### src/flash_cmd_defines.svh
// Opcodes, status field positions and timing defaults of the command block.
// Assumes a 100 MHz system clock; times are in nanoseconds.
`ifndef FLASH_CMD_DEFINES_SVH
`define FLASH_CMD_DEFINES_SVH

// Opcodes handled here
`define OP_STATUS    8'hd7
`define OP_DPD       8'hb9
`define OP_RESUME    8'hab
`define OP_CFG1      8'h3d
`define OP_CFG2      8'h2a
`define OP_CFG3      8'h80
`define OP_CFG4      8'ha6

// Status byte field positions
`define ST_RDY       7
`define ST_COMP      6
`define ST_DENS_HI   5
`define ST_DENS_LO   2
`define ST_PROT      1
`define ST_PAGE      0

// Clock and timing defaults
`define CLK_PERIOD_NS   10
`define PD_ENTRY_NS     3000
`define PD_RESUME_NS    30000
`define CFG_PROG_NS     4000000
`define TIMER_W         24

`endif

### src/flash_cmd_pkg.sv
// Types of the status, power-down and page-size command block.
// Used by the top module only; nothing is imported.
package flash_cmd_pkg;

  typedef enum logic [2:0] {
    ST_IDLE   = 3'b000,
    ST_OPCODE = 3'b001,
    ST_STATUS = 3'b010,
    ST_CFG    = 3'b011,
    ST_SKIP   = 3'b100
  } cmd_state_t;

  typedef enum logic [1:0] {
    PWR_STANDBY = 2'b00,
    PWR_ENTER   = 2'b01,
    PWR_DEEP    = 2'b10,
    PWR_RESUME  = 2'b11
  } pwr_state_t;

  typedef enum logic [1:0] {
    PEND_NONE   = 2'b00,
    PEND_DPD    = 2'b01,
    PEND_RESUME = 2'b10,
    PEND_CFG    = 2'b11
  } pend_t;

endpackage : flash_cmd_pkg

### src/pin_sync.sv
// Two-stage synchroniser for a bundle of pin inputs.
// Assumes each bit is a slow level against sys_clk; no bus coherence.
`timescale 1ns/1ps
module pin_sync #(
  parameter int         W   = 1,
  parameter logic [W-1:0] RST = '0
) (
  // Clock and reset
  input  wire logic         clk,
  input  wire logic         arstN,
  // Pins in, synchronised out
  input  wire logic [W-1:0] pinIn,
  output wire logic [W-1:0] syncOut
);

  // One pair of flops per bit; the first stage feeds only the second
  generate
    for (genvar i = 0; i < W; i++)
    begin : g_bit
      logic meta_ff;
      logic stable_ff;
      always_ff @(posedge clk or negedge arstN)
      begin
        if (!arstN)
        begin
          meta_ff   <= RST[i];
          stable_ff <= RST[i];
        end
        else
        begin
          meta_ff   <= pinIn[i];
          stable_ff <= meta_ff;
        end
      end
      assign syncOut[i] = stable_ff;
    end
  endgenerate

endmodule : pin_sync

### src/span_timer.sv
// Down-counter that measures one self-timed interval.
// Assumes start is a one-cycle pulse; a new start reloads the count.
`timescale 1ns/1ps
module span_timer #(
  parameter int W = 24
) (
  // Clock and reset
  input  wire logic         clk,
  input  wire logic         arstN,
  // Control
  input  wire logic         start,
  input  wire logic [W-1:0] loadVal,
  // State
  output wire logic         busy,
  output wire logic         done
);

  logic [W-1:0] cnt_ff;
  logic [W-1:0] nxt_cnt;
  logic         done_ff;
  logic         nxt_done;

  // Load on start, count down, pulse done on the last step
  always_comb
  begin
    nxt_cnt  = cnt_ff;
    nxt_done = 1'b0;
    if (start)
      nxt_cnt = loadVal;
    else if (cnt_ff != '0)
    begin
      nxt_cnt  = cnt_ff - W'(1);
      nxt_done = (cnt_ff == W'(1));
    end
  end

  always_ff @(posedge clk or negedge arstN)
  begin
    if (!arstN)
    begin
      cnt_ff  <= '0;
      done_ff <= 1'b0;
    end
    else
    begin
      cnt_ff  <= nxt_cnt;
      done_ff <= nxt_done;
    end
  end

  assign busy = (cnt_ff != '0);
  assign done = done_ff;

endmodule : span_timer

### src/status_power_pagesize_commands.sv
// Status read, deep power-down and binary page-size commands of a flash.
// Assumes the host drives csN, sck, si and byteIn asynchronously to
// sys_clk, slow enough that synchronised edges are seen one by one.
`timescale 1ns/1ps
`include "flash_cmd_defines.svh"

// Functional notes
// - Opcode D7H returns status from next clock
// - Serial status shifted MSB first, eight clocks
// - Status repeats while clocked, freshly sampled
// - Bit 7 is one when ready
// - Bit 7 clears during array operations
// - Bit 6 holds latest compare mismatch
// - Bit 1 shows sector protection enabled
// - Bit 0 shows binary page size
// - Bits 5..2 carry fixed density code
// - Device starts in standby after power-up
// - B9H then deselect enters deep power-down
// - Deep power-down ignores all but resume
// - ABH then deselect returns to standby
// - Four-byte sequence starts busy config program
// - Binary page size cannot be undone
// - Delivered with 1056-byte pages by default
// - New page size effective after power cycle
// - Busy device takes status reads only; other opcodes are still forwarded while only arrayBusy is set
module status_power_pagesize_commands #(
  parameter logic [3:0] DENSITY_CODE   = 4'h5,  // Arbitrary neutral value
  parameter logic       FACTORY_BINARY = 1'b0,
  parameter int         PD_ENTRY_NS    = `PD_ENTRY_NS,
  parameter int         PD_RESUME_NS   = `PD_RESUME_NS,
  parameter int         CFG_PROG_NS    = `CFG_PROG_NS
) (
  // Clock and reset
  input  wire logic       sys_clk,
  input  wire logic       arst_n,
  // Host link pins
  input  wire logic       csN,
  input  wire logic       sck,
  input  wire logic       si,
  input  wire logic       portByte,
  input  wire logic [7:0] byteIn,
  output wire logic       soOut,
  output wire logic       soOeN,
  output wire logic [7:0] byteOut,
  output wire logic       byteOeN,
  // Device core state
  input  wire logic       arrayBusy,
  input  wire logic       compareDone,
  input  wire logic       compareMismatch,
  input  wire logic       protectOn,
  input  wire logic       nvCfgBinary,
  // Device core control
  output wire logic       deepPowerDown,
  output wire logic       pageBinary,
  output wire logic       cfgProgStart,
  output wire logic       opcodeValid,
  output wire logic [7:0] opcode
);

  localparam int TW        = `TIMER_W;
  localparam int ENTRY_CYC = (PD_ENTRY_NS / `CLK_PERIOD_NS) < 1 ? 1
                           : PD_ENTRY_NS / `CLK_PERIOD_NS;
  localparam int RES_CYC   = (PD_RESUME_NS / `CLK_PERIOD_NS) < 1 ? 1
                           : PD_RESUME_NS / `CLK_PERIOD_NS;
  localparam int PROG_CYC  = (CFG_PROG_NS / `CLK_PERIOD_NS) < 1 ? 1
                           : CFG_PROG_NS / `CLK_PERIOD_NS;
  localparam int ENTRY_BOUND = ENTRY_CYC + 2;

  // Pin synchronisation; select idles high
  logic [11:0] syncOut;
  logic        csS;
  logic        sckS;
  logic        siS;
  logic        portS;
  logic [7:0]  byteS;

  pin_sync #(.W(12), .RST(12'h800)) u_sync (
    .clk     (sys_clk),
    .arstN   (arst_n),
    .pinIn   ({csN, sck, si, portByte, byteIn}),
    .syncOut (syncOut)
  );
  assign {csS, sckS, siS, portS, byteS} = syncOut;

  // Command state
  flash_cmd_pkg::cmd_state_t cmdState_ff, nxt_cmdState;
  flash_cmd_pkg::pend_t      pend_ff, nxt_pend;
  logic       sckPrev_ff, nxt_sckPrev;
  logic       csPrev_ff, nxt_csPrev;
  logic [2:0] bitCnt_ff, nxt_bitCnt;
  logic [7:0] rxShift_ff, nxt_rxShift;
  logic       byteFrame_ff, nxt_byteFrame;
  logic [1:0] byteIdx_ff, nxt_byteIdx;
  logic [7:0] txReg_ff, nxt_txReg;
  logic [2:0] txCnt_ff, nxt_txCnt;
  logic       soOut_ff, nxt_soOut;
  logic       soOeN_ff, nxt_soOeN;
  logic [7:0] byteOut_ff, nxt_byteOut;
  logic       byteOeN_ff, nxt_byteOeN;
  logic       opValid_ff, nxt_opValid;
  logic [7:0] opcode_ff, nxt_opcode;

  // Power and configuration state
  flash_cmd_pkg::pwr_state_t pwrState_ff, nxt_pwrState;
  logic deepPd_ff, nxt_deepPd;
  logic cfgDone_ff, nxt_cfgDone;
  logic progStart_ff, nxt_progStart;
  logic compMiss_ff, nxt_compMiss;
  logic capDone_ff, nxt_capDone;
  logic pageBin_ff, nxt_pageBin;

  logic          sckRise, sckFall, csFall, csRise, byteDone;
  logic [7:0]    rxByte, statusNow;
  logic          busyAny, cfgBinBit;
  logic          startEntry, startResume, startCfg;
  logic          pwrBusy, pwrDone, cfgBusy, cfgDone;
  logic [TW-1:0] pwrLoad;

  function automatic logic [7:0] cfgSeqByte(input logic [1:0] idx);
    case (idx)
      2'h0:    cfgSeqByte = `OP_CFG1;
      2'h1:    cfgSeqByte = `OP_CFG2;
      2'h2:    cfgSeqByte = `OP_CFG3;
      default: cfgSeqByte = `OP_CFG4;
    endcase
  endfunction : cfgSeqByte

  // Edges of the synchronised link pins
  assign sckRise  = sckS & ~sckPrev_ff;
  assign sckFall  = ~sckS & sckPrev_ff;
  assign csFall   = ~csS & csPrev_ff;
  assign csRise   = csS & ~csPrev_ff;
  assign rxByte   = byteFrame_ff ? byteS : {rxShift_ff[6:0], siS};
  assign byteDone = ~csS & sckRise & (cmdState_ff != flash_cmd_pkg::ST_IDLE)
                  & (byteFrame_ff | (bitCnt_ff == 3'h7));

  // Busy covers every self-timed core operation and the config program
  assign busyAny   = arrayBusy | cfgBusy;
  assign cfgBinBit = nvCfgBinary | FACTORY_BINARY | cfgDone_ff;

  // Live status value; re-read at each byte boundary
  always_comb
  begin
    statusNow                           = 8'h00;
    statusNow[`ST_RDY]                  = ~busyAny;
    statusNow[`ST_COMP]                 = compMiss_ff;
    statusNow[`ST_DENS_HI:`ST_DENS_LO]  = DENSITY_CODE;
    statusNow[`ST_PROT]                 = protectOn;
    statusNow[`ST_PAGE]                 = cfgBinBit;
  end

  // Command decode and status shifting
  always_comb
  begin
    nxt_cmdState  = cmdState_ff;
    nxt_pend      = pend_ff;
    nxt_sckPrev   = sckS;
    nxt_csPrev    = csS;
    nxt_bitCnt    = bitCnt_ff;
    nxt_rxShift   = rxShift_ff;
    nxt_byteFrame = byteFrame_ff;
    nxt_byteIdx   = byteIdx_ff;
    nxt_txReg     = txReg_ff;
    nxt_txCnt     = txCnt_ff;
    nxt_soOut     = soOut_ff;
    nxt_byteOut   = byteOut_ff;
    nxt_opValid   = 1'b0;
    nxt_opcode    = opcode_ff;
    if (csFall)
    begin
      nxt_cmdState  = flash_cmd_pkg::ST_OPCODE;
      nxt_pend      = flash_cmd_pkg::PEND_NONE;
      nxt_bitCnt    = 3'h0;
      nxt_byteFrame = portS;
      nxt_byteIdx   = 2'h0;
      nxt_txCnt     = 3'h0;
    end
    else if (csS)
    begin
      // Pending action is taken by the power group on the rising select
      nxt_cmdState = flash_cmd_pkg::ST_IDLE;
      nxt_pend     = flash_cmd_pkg::PEND_NONE;
    end
    else if (sckRise && cmdState_ff != flash_cmd_pkg::ST_IDLE)
    begin
      nxt_bitCnt  = bitCnt_ff + 3'h1;
      nxt_rxShift = rxByte;
      if (byteDone)
      begin
        case (cmdState_ff)
          flash_cmd_pkg::ST_OPCODE:
          begin
            nxt_cmdState = flash_cmd_pkg::ST_SKIP;
            if (pwrState_ff != flash_cmd_pkg::PWR_STANDBY)
            begin
              if (rxByte == `OP_RESUME && pwrState_ff == flash_cmd_pkg::PWR_DEEP)
                nxt_pend = flash_cmd_pkg::PEND_RESUME;
            end
            else if (rxByte == `OP_STATUS)
            begin
              nxt_cmdState = flash_cmd_pkg::ST_STATUS;
              nxt_txCnt    = 3'h0;
            end
            else if (rxByte == `OP_DPD || rxByte == `OP_CFG1)
            begin
              // Refused while busy: status reads run alongside, other opcodes too while only arrayBusy is set
              if (!busyAny && rxByte == `OP_DPD)
                nxt_pend = flash_cmd_pkg::PEND_DPD;
              else if (!busyAny && !cfgBinBit)
              begin
                nxt_cmdState = flash_cmd_pkg::ST_CFG;
                nxt_byteIdx  = 2'h1;
              end
            end
            else if (!cfgBusy)
            begin
              nxt_opValid = 1'b1;
              nxt_opcode  = rxByte;
            end
          end
          flash_cmd_pkg::ST_CFG:
          begin
            if (rxByte != cfgSeqByte(byteIdx_ff))
              nxt_cmdState = flash_cmd_pkg::ST_SKIP;
            else if (byteIdx_ff == 2'h3)
            begin
              nxt_cmdState = flash_cmd_pkg::ST_SKIP;
              nxt_pend     = flash_cmd_pkg::PEND_CFG;
            end
            else
              nxt_byteIdx = byteIdx_ff + 2'h1;
          end
          // Trailing bytes void a one-byte command
          flash_cmd_pkg::ST_SKIP: nxt_pend = flash_cmd_pkg::PEND_NONE;
          default: ;
        endcase
      end
    end
    // Output changes on the falling edge so the host samples it stable
    if (!csS && sckFall && cmdState_ff == flash_cmd_pkg::ST_STATUS)
    begin
      if (byteFrame_ff)
        nxt_byteOut = statusNow;
      else if (txCnt_ff == 3'h0)
      begin
        nxt_soOut = statusNow[7];
        nxt_txReg = {statusNow[6:0], 1'b0};
        nxt_txCnt = 3'h7;
      end
      else
      begin
        nxt_soOut = txReg_ff[7];
        nxt_txReg = {txReg_ff[6:0], 1'b0};
        nxt_txCnt = txCnt_ff - 3'h1;
      end
    end
    nxt_soOeN   = ~(nxt_cmdState == flash_cmd_pkg::ST_STATUS && !nxt_byteFrame);
    nxt_byteOeN = ~(nxt_cmdState == flash_cmd_pkg::ST_STATUS && nxt_byteFrame);
  end

  always_ff @(posedge sys_clk or negedge arst_n)
  begin
    if (!arst_n)
    begin
      cmdState_ff  <= flash_cmd_pkg::ST_IDLE;
      pend_ff      <= flash_cmd_pkg::PEND_NONE;
      sckPrev_ff   <= 1'b0;
      csPrev_ff    <= 1'b1;
      bitCnt_ff    <= 3'h0;
      rxShift_ff   <= 8'h00;
      byteFrame_ff <= 1'b0;
      byteIdx_ff   <= 2'h0;
      txReg_ff     <= 8'h00;
      txCnt_ff     <= 3'h0;
      soOut_ff     <= 1'b0;
      soOeN_ff     <= 1'b1;
      byteOut_ff   <= 8'h00;
      byteOeN_ff   <= 1'b1;
      opValid_ff   <= 1'b0;
      opcode_ff    <= 8'h00;
    end
    else
    begin
      cmdState_ff  <= nxt_cmdState;
      pend_ff      <= nxt_pend;
      sckPrev_ff   <= nxt_sckPrev;
      csPrev_ff    <= nxt_csPrev;
      bitCnt_ff    <= nxt_bitCnt;
      rxShift_ff   <= nxt_rxShift;
      byteFrame_ff <= nxt_byteFrame;
      byteIdx_ff   <= nxt_byteIdx;
      txReg_ff     <= nxt_txReg;
      txCnt_ff     <= nxt_txCnt;
      soOut_ff     <= nxt_soOut;
      soOeN_ff     <= nxt_soOeN;
      byteOut_ff   <= nxt_byteOut;
      byteOeN_ff   <= nxt_byteOeN;
      opValid_ff   <= nxt_opValid;
      opcode_ff    <= nxt_opcode;
    end
  end

  // Actions start only when select rises after a complete command
  assign startEntry  = csRise & (pend_ff == flash_cmd_pkg::PEND_DPD);
  assign startResume = csRise & (pend_ff == flash_cmd_pkg::PEND_RESUME);
  assign startCfg    = csRise & (pend_ff == flash_cmd_pkg::PEND_CFG);
  assign pwrLoad     = startEntry ? TW'(ENTRY_CYC) : TW'(RES_CYC);

  // Entry and resume never overlap, so they share one timer
  span_timer #(.W(TW)) u_pwrTimer (
    .clk     (sys_clk),
    .arstN   (arst_n),
    .start   (startEntry | startResume),
    .loadVal (pwrLoad),
    .busy    (pwrBusy),
    .done    (pwrDone)
  );

  span_timer #(.W(TW)) u_cfgTimer (
    .clk     (sys_clk),
    .arstN   (arst_n),
    .start   (startCfg),
    .loadVal (TW'(PROG_CYC)),
    .busy    (cfgBusy),
    .done    (cfgDone)
  );

  // Power mode, compare result and page-size configuration
  always_comb
  begin
    nxt_pwrState  = pwrState_ff;
    nxt_cfgDone   = cfgDone_ff | cfgDone;
    nxt_progStart = startCfg;
    nxt_compMiss  = compareDone ? compareMismatch : compMiss_ff;
    nxt_capDone   = 1'b1;
    nxt_pageBin   = pageBin_ff;
    // Effective size caught once after reset release, not on programming
    if (!capDone_ff)
      nxt_pageBin = nvCfgBinary | FACTORY_BINARY;
    case (pwrState_ff)
      flash_cmd_pkg::PWR_STANDBY: if (startEntry) nxt_pwrState = flash_cmd_pkg::PWR_ENTER;
      flash_cmd_pkg::PWR_ENTER:   if (pwrDone) nxt_pwrState = flash_cmd_pkg::PWR_DEEP;
      flash_cmd_pkg::PWR_DEEP:    if (startResume) nxt_pwrState = flash_cmd_pkg::PWR_RESUME;
      flash_cmd_pkg::PWR_RESUME:  if (pwrDone) nxt_pwrState = flash_cmd_pkg::PWR_STANDBY;
      default:                    nxt_pwrState = flash_cmd_pkg::PWR_STANDBY;
    endcase
    nxt_deepPd = (nxt_pwrState == flash_cmd_pkg::PWR_DEEP);
  end

  always_ff @(posedge sys_clk or negedge arst_n)
  begin
    if (!arst_n)
    begin
      pwrState_ff  <= flash_cmd_pkg::PWR_STANDBY;
      deepPd_ff    <= 1'b0;
      cfgDone_ff   <= 1'b0;
      progStart_ff <= 1'b0;
      compMiss_ff  <= 1'b0;
      capDone_ff   <= 1'b0;
      pageBin_ff   <= 1'b0;
    end
    else
    begin
      pwrState_ff  <= nxt_pwrState;
      deepPd_ff    <= nxt_deepPd;
      cfgDone_ff   <= nxt_cfgDone;
      progStart_ff <= nxt_progStart;
      compMiss_ff  <= nxt_compMiss;
      capDone_ff   <= nxt_capDone;
      pageBin_ff   <= nxt_pageBin;
    end
  end

  assign soOut         = soOut_ff;
  assign soOeN         = soOeN_ff;
  assign byteOut       = byteOut_ff;
  assign byteOeN       = byteOeN_ff;
  assign deepPowerDown = deepPd_ff;
  assign pageBinary    = pageBin_ff;
  assign cfgProgStart  = progStart_ff;
  assign opcodeValid   = opValid_ff;
  assign opcode        = opcode_ff;
endmodule : status_power_pagesize_commands

### config.mk
export PLATFORM = sky130hd
export DESIGN_NAME = status_power_pagesize_commands
export DESIGN_NICKNAME = d
export VERILOG_FILES = /design/src/flash_cmd_pkg.sv /design/src/pin_sync.sv /design/src/span_timer.sv /design/src/status_power_pagesize_commands.sv
export VERILOG_INCLUDE_DIRS = /design/src
export SDC_FILE = /design/constraint.sdc
export NUM_CORES = 1
export LEC_CHECK = 0
export BUFFER_PORTS_ARGS = -buffer_cell sky130_fd_sc_hd__buf_2
export CORE_MARGIN = 4
export CORE_UTILIZATION = 45
export CTS_BUF_LIST = sky130_fd_sc_hd__clkbuf_4 sky130_fd_sc_hd__clkbuf_8 sky130_fd_sc_hd__clkbuf_16
export CTS_CLUSTER_SIZE = 10
export DETAILED_ROUTE_END_ITERATION = 6
export PLACE_DENSITY = 0.63
export SYNTH_ARGS = -nofsm -noshare
export SYNTH_HDL_FRONTEND = slang
export SYNTH_SLANG_ARGS = --single-unit
### constraint.sdc
create_clock -name sys_clk -period 2.4 [get_ports sys_clk]
set_input_delay 0.72 -clock sys_clk [delete_from_list [all_inputs] [get_ports sys_clk]]
set_output_delay 0.72 -clock sys_clk [all_outputs]
set_load 0.1 [all_outputs]
Word-level counts from Yosys, hierarchy flattened
Index checks and enable logic that the tools add are counted.
{"block": "word_totals", "regBits": 131, "word_cells": 238}
{"block": "classes", "n_addsub": 5, "n_eq_ne": 37, "muxes": 82, "n_bitwise": 28, "reduce_logical": 35}
{"cell": "$mux 24", "count": 4}
{"cell": "$mux 3", "count": 24}
{"cell": "$mux 8", "count": 7}
{"cell": "$mux 2", "count": 26}
{"cell": "$eq 24x1->1 const B", "count": 2}
{"cell": "$reduce_bool 24->1", "count": 2}
{"cell": "$sub 24x1->24 const B", "count": 2}
{"cell": "$eq 8x8->1 const B", "count": 3}
{"cell": "$pmux 8 s3", "count": 1}
{"cell": "$ne 3x3->1 const B", "count": 7}
{"cell": "$ne 5x4->1 const B", "count": 4}
{"cell": "$reduce_and 9->1", "count": 2}
{"cell": "$mux 1", "count": 15}
{"cell": "$eq 2x2->1 const B", "count": 7}
{"cell": "$not 1->1", "count": 13}
{"cell": "$mux 12", "count": 1}
{"cell": "$reduce_bool 3->1", "count": 4}
{"cell": "$reduce_and 11->1", "count": 1}
{"cell": "$and 1x1->1", "count": 10}
{"cell": "$reduce_bool 2->1", "count": 5}
{"cell": "$eq 3x2->1 const B", "count": 3}
{"cell": "$eq 8x6->1 const B", "count": 1}
{"cell": "$logic_and 1x1->1", "count": 8}
{"cell": "$ne 4x3->1 const B", "count": 2}
{"cell": "20 further kinds", "count": 33}

Logic depth before layout (Yosys ltp)
{"block": "logic_depth", "depth_word": 19, "ltp_mapped": 10, "mapped_depth_nobuf": 9}

Modules after synthesis
From an unflattened synthesis, not the netlist that was laid out.
{"block": "hier_totals", "hier_cells": 666, "hier_area_um2": 6757.7}
{"module": "status_power_pagesize_commands", "n_inst": 1, "cells_each": 311, "area_each_um2": 3140.5, "seq_area_each_um2": 1380.1}
{"module": "span_timer at u_cfgTimer", "n_inst": 1, "cells_each": 161, "area_each_um2": 1468.9, "seq_area_each_um2": 625.6}
{"module": "span_timer at u_pwrTimer", "n_inst": 1, "cells_each": 158, "area_each_um2": 1455.1, "seq_area_each_um2": 625.6}
{"module": "pin_sync", "n_inst": 1, "cells_each": 36, "area_each_um2": 693.2, "seq_area_each_um2": 603.1}

Worst setup path before layout
Ideal clock, no wire load.
{"block": "synth_timing", "path_type": "reg2reg", "startpoint": "register u_pwrTimer.cnt_ff[18]", "endpoint": "register u_pwrTimer.cnt_ff[9]", "setup_time_ns": 0.134, "arrival_time_ns": 2.358, "t_required_ns": 2.266, "path_slack_ns": -0.092, "path_stages_with_launch": 9, "n_path_buf": 1, "cell_sequence": "dfrtp_1 or4_4 or4_4 or4b_1 buf_6 nand3_2 nor2_1 xnor2_1 o21ai_1"}
{"block": "synth_between", "elab_chain_len": 2}
{"element": "from (decl)", "line": "span_timer.sv:18", "text": "logic [W-1:0] cnt_ff;"}
{"element": "from (signal assigned)", "line": "span_timer.sv:46", "text": "cnt_ff <= nxt_cnt;"}
{"element": "$reduce_bool 24->1"}
{"element": "$reduce_bool 2->1 (no line)"}
Every way passes these cells.
A chain may end at the register's enable or synchronous reset.

Worst setup path after layout
{"block": "layout_timing", "startpoint": "register byteFrame_ff", "endpoint": "register byteOeN_ff (netlist: byteOeN)"}
{"block": "layout_between", "elab_chain_len": 15, "word_cells_on_any_way": 23, "cone_classes": "5 x eq/ne; 12 x mux; 3 x bitwise; 3 x reduce/logical"}
{"element": "from (decl)", "line": "status_power_pagesize_commands.sv:92", "text": "logic byteFrame_ff, nxt_byteFrame;"}
{"element": "from (signal assigned)", "line": "status_power_pagesize_commands.sv:290", "text": "byteFrame_ff <= nxt_byteFrame;"}
{"element": "$mux 8", "line": "status_power_pagesize_commands.sv:133", "text": "assign rxByte = byteFrame_ff ? byteS : {rxShift_ff[6:0], siS};"}
{"element": "$eq 8x8->1 (no line)"}
{"element": "$logic_and 1x1->1 (no line)"}
{"element": "$mux 3", "line": "status_power_pagesize_commands.sv:207", "text": "if (!busyAny && rxByte == `OP_DPD)"}
{"element": "$mux 3", "line": "status_power_pagesize_commands.sv:204", "text": "else if (rxByte == `OP_DPD || rxByte == `OP_CFG1)"}
{"element": "$mux 3", "line": "status_power_pagesize_commands.sv:199", "text": "else if (rxByte == `OP_STATUS)"}
{"element": "$mux 3", "line": "status_power_pagesize_commands.sv:194", "text": "if (pwrState_ff != flash_cmd_pkg::PWR_STANDBY)"}
{"element": "$pmux 3 s2", "line": "status_power_pagesize_commands.sv:190", "text": "case (cmdState_ff)"}
{"element": "$mux 3", "line": "status_power_pagesize_commands.sv:188", "text": "if (byteDone)"}
{"element": "$mux 3", "line": "status_power_pagesize_commands.sv:184", "text": "else if (sckRise && cmdState_ff != flash_cmd_pkg::ST_IDLE)"}
{"element": "$mux 3", "line": "status_power_pagesize_commands.sv:178", "text": "else if (csS)"}
{"element": "$mux 3", "line": "status_power_pagesize_commands.sv:169", "text": "if (csFall)"}
{"element": "$eq 3x2->1", "line": "status_power_pagesize_commands.sv:258", "text": "nxt_byteOeN = ~(nxt_cmdState == flash_cmd_pkg::ST_STATUS && nxt_byteFrame);"}
{"element": "$logic_and 1x1->1 (*)", "line": "status_power_pagesize_commands.sv:258"}
{"element": "$not 1->1 (*)", "line": "status_power_pagesize_commands.sv:258"}
{"element": "via nxt_byteOeN", "line": "status_power_pagesize_commands.sv:99", "text": "logic byteOeN_ff, nxt_byteOeN;"}
{"element": "to (signal assigned)", "line": "status_power_pagesize_commands.sv:297", "text": "byteOeN_ff <= nxt_byteOeN;"}
{"element": "to (decl)", "line": "status_power_pagesize_commands.sv:99"}
The timed path passes the listed nets; every way through them passes the cells marked *.

==> metrics.md <==
| Metric | Value |
|---|---|
| Status | `finished with violations` |
| Failing checks | `negative setup slack` |
| Static leakage power | `3.66 nW` |
| Clk pin slew, worst setup/hold paths | `60 ps` |
| Synth Register Bits | `approximately 130` |
| Overall global routing resource usage | `0.191` |
| Area leader, netlist | `dfrtp_1` |
| Top_reg_cell synth | `dfrtp_1` |
| Max Fclk | `402 MHz` |
| Die area | `0.0154 mm2` |
| Pre-CTS setup slack | `-172 ps` |
| Row count | `42` |
| CTS tree | `yes` |
| Final WS setup | `-89.4 ps` |
| Synth warn | `0` |
| Fin crit share | `1.04` |
| Int Pwr | `5.06 mW` |
| First-pass GRT wire length | `22,900 um` |
| Clock power frac | `0.344` |
| Area of the core | `0.0132 mm2` |
| Routed wire per std cell | `15.5 um` |
| N_diodes | `0` |
| Setup TNS | `-673 ps` |
| Maxcap violations | `0` |
| Worst-Margin Slew | `around 660 ps` |
| Synth top cells by count | `dfrtp_1, nor2_1, nand2_1` |
| DR iter-0 viols | `286` |
| Sw Pwr | `2.25 mW` |
| RSZ-0062 raised after global routing | `yes` |
| Crit path max fanout | `5` |
| Fin. Hold Viols | `0` |
| Final Slew Violations | `0` |
| Largest net degree at the start of global routing | `69` |
| Dpl cells | `858` |
| Via Count | `4,761` |
| Most common cell in the netlist | `dfrtp_1` |
| Share of the synthesized area in the top cell type | `0.512` |
| Ports | `42` |
| Post-synth EDFFs | `0` |
| Worst reg2reg path depth | `8` |
| Pre-antenna DRT Iters | `4` |
| Vias in the first global route | `4,797` |
| Relative slew slack | `0.557` |
| Max clock buf depth | `2` |
| Worst endpoint data arrival time | `around 2800 ps` |
| Total wire length | `14,100 um` |
| Final core occ | `0.610` |
| Final GP Congestion | `0.867` |
| CP endpoint kind | `flip-flop` |
| Post-Syn Area | `0.00606 mm2` |
| Synth area leaders | `dfrtp_1, nor2_1, xnor2_1, nand2_1, ha_1` |
| H-tree levels | `4` |
| Vias/cell | `5.23` |
| Logic pwr share | `0.259` |
| P per Cell Area | `908 mW/mm2` |
| Mapped Avg Cell Area | `10.4 um2` |
| Library cells used by synthesis | `66` |
| Non-Filler Instances | `910` |
| CP required | `2740 ps` |
| Die X | `~120 um` |
| Switch share | `0.307` |
| Total gr overflow | `0` |
| Initial core utilization | `0.459` |
| Placed Area | `0.00701 mm2` |
| Synth Instances | `583` |
| Area Overhead vs Synth | `32.8%` |
| Die H | `~120 um` |
| Setup Skew | `6.36 ps` |
| Flop pwr share | `0.397` |
| Fin Hold WS | `195 ps` |
| Total chip power | `7.31 mW` |
| Layout cells sized above 1 | `0.346` |
| Kind of critical path | `reg2reg` |
| Critical Path Source Type | `flip-flop` |
| DR DRC count | `0` |
| CTS Buf Count | `17` |
| Port Buf Inserts | `39` |
| Root buffer cell | `clkbuf_16` |
| Initial antenna violation count | `0` |
| # setup viols final | `14` |
| Design Area, Final | `0.00805 mm2` |
| Final nets | `754` |
| DP Wirelength | `9500 um` |
| Peak supply drop | `~600 uV` |
| Min Tclk post-route | `approximately 2500 ps` |
| Min-delay worst type | `in2async` |
| DRT antenna net count | `0` |
| Seq/Total Area, Yosys | `0.534` |
| Async S/R FF share, synth | `1.00` |
| Clk Latency, worst-skew pair | `420 ps` |
| # clock sinks | `129` |
-- flip-flops by register name (all words and copies together), names as in the netlist, 5 cells and up --
name / count
u_sync.g_bit.meta_ff: 12
u_cfgTimer.cnt_ff: 24
opcode: 8
rxShift_ff: 7
txReg_ff: 7
byteOut: 5
u_pwrTimer.cnt_ff: 24
u_sync.g_bit.stable_ff: 12
-- final timing paths --
kind | startpoint | endpoint | slack, ps
max in group asynchronous | arst_n | csPrev_ff | 1500
worst min-delay path | arst_n | rxShift_ff[5] | 190
worst min register to register | u_sync.g_bit[5].meta_ff | u_sync.g_bit[5].stable_ff | 350
min in group sys_clk | u_sync.g_bit[5].meta_ff | u_sync.g_bit[5].stable_ff | 350
worst max-delay path | byteFrame_ff | byteOeN | -90
worst max register to register | byteFrame_ff | byteOeN | -90
-- area by class of cell --
class,count,area (um2)
Inverter,20,77.6
Timing Repair Buffer,136,962
Clock buffer,18,439
Sequential cell,129,3240
Tap cell,176,220
Multi-Input combinational cell,417,2970
Clock inverter,14,141
Fill cell,1042,5140
-- placed cells by master (no fill, tap or decap), types with 8 or more instances in the layout --
| cell type | netlist | final |
|---|---|---|
| a21oi_1 | 21 | 21 |
| buf_2 | 2 | 38 |
| buf_4 | 5 | 93 |
| clkbuf_16 | 0 | 17 |
| dfrtp_1 | 124 | 123 |
| ha_1 | 14 | 9 |
| inv_1 | 20 | 18 |
| mux2_2 | 13 | 13 |
| mux2i_1 | 10 | 8 |
| nand2_1 | 52 | 49 |
| nand3_1 | 10 | 10 |
| nor2_1 | 75 | 68 |
| nor3_1 | 22 | 17 |
| nor4_1 | 16 | 11 |
| o21ai_0 | 20 | 19 |
| o21ai_1 | 14 | 14 |
| or3_1 | 13 | 11 |
| xnor2_1 | 32 | 30 |
| xor2_1 | 11 | 10 |
-- critical path, cell delays in order, from the launching register on --
cell and delay (ps):
dfrtp_1 420, buf_6 160, mux2i_4 190, xor2_1 180
nor4_2 390, nand2_2 140, o31ai_4 240, o221ai_2 160
or4b_1 530
-- power groups by stage --
stage / Combinational, mW / Sequential (mW) / Clock, mW
CTS: 1.79 / 2.88 / 2.57
global placement: 1.63 / 2.88 / 0
detailed placement: 1.70 / 2.90 / 0
global route: 2.08 / 2.95 / 2.66
floorplan: 0.999 / 2.89 / 0
finish: 1.90 / 2.90 / 2.51
-- cell families after synthesis --
group,after synthesis,share of synthesized area
buffers and inverters,39,0.0289
AOI/OAI and AO/OA,89,0.0910
xor gates and xnor gates,43,0.0621
muxes,25,0.0481
adders and majority gates,14,0.0289
and+or+nand+nor,242,0.206
other,2,0.00124
DFF,129,0.534
-- repair_timing --
item / in CTS / in global routing
gates resized for setup: 25 / 37
buffers inserted: 11 / 9
pin swaps: 20 / 24
hold endpoints to repair: 0 / 0
endpoints found under the setup margin: 35 / 46
gates cloned: 0 / 1
hold buffers: 0 / 0
-- per-layer routing --
layer / GRT usage / vias to the layer above / wire [um]
met5: 0 / - / 0
met4: 0.0773 / 0 / 302
met3: 0.0495 / 24 / 576
met2: 0.312 / 86 / 6990
met1: 0.244 / 2328 / 6220
li1: - / 2323 / -
Power figures use the tool's default switching activity.
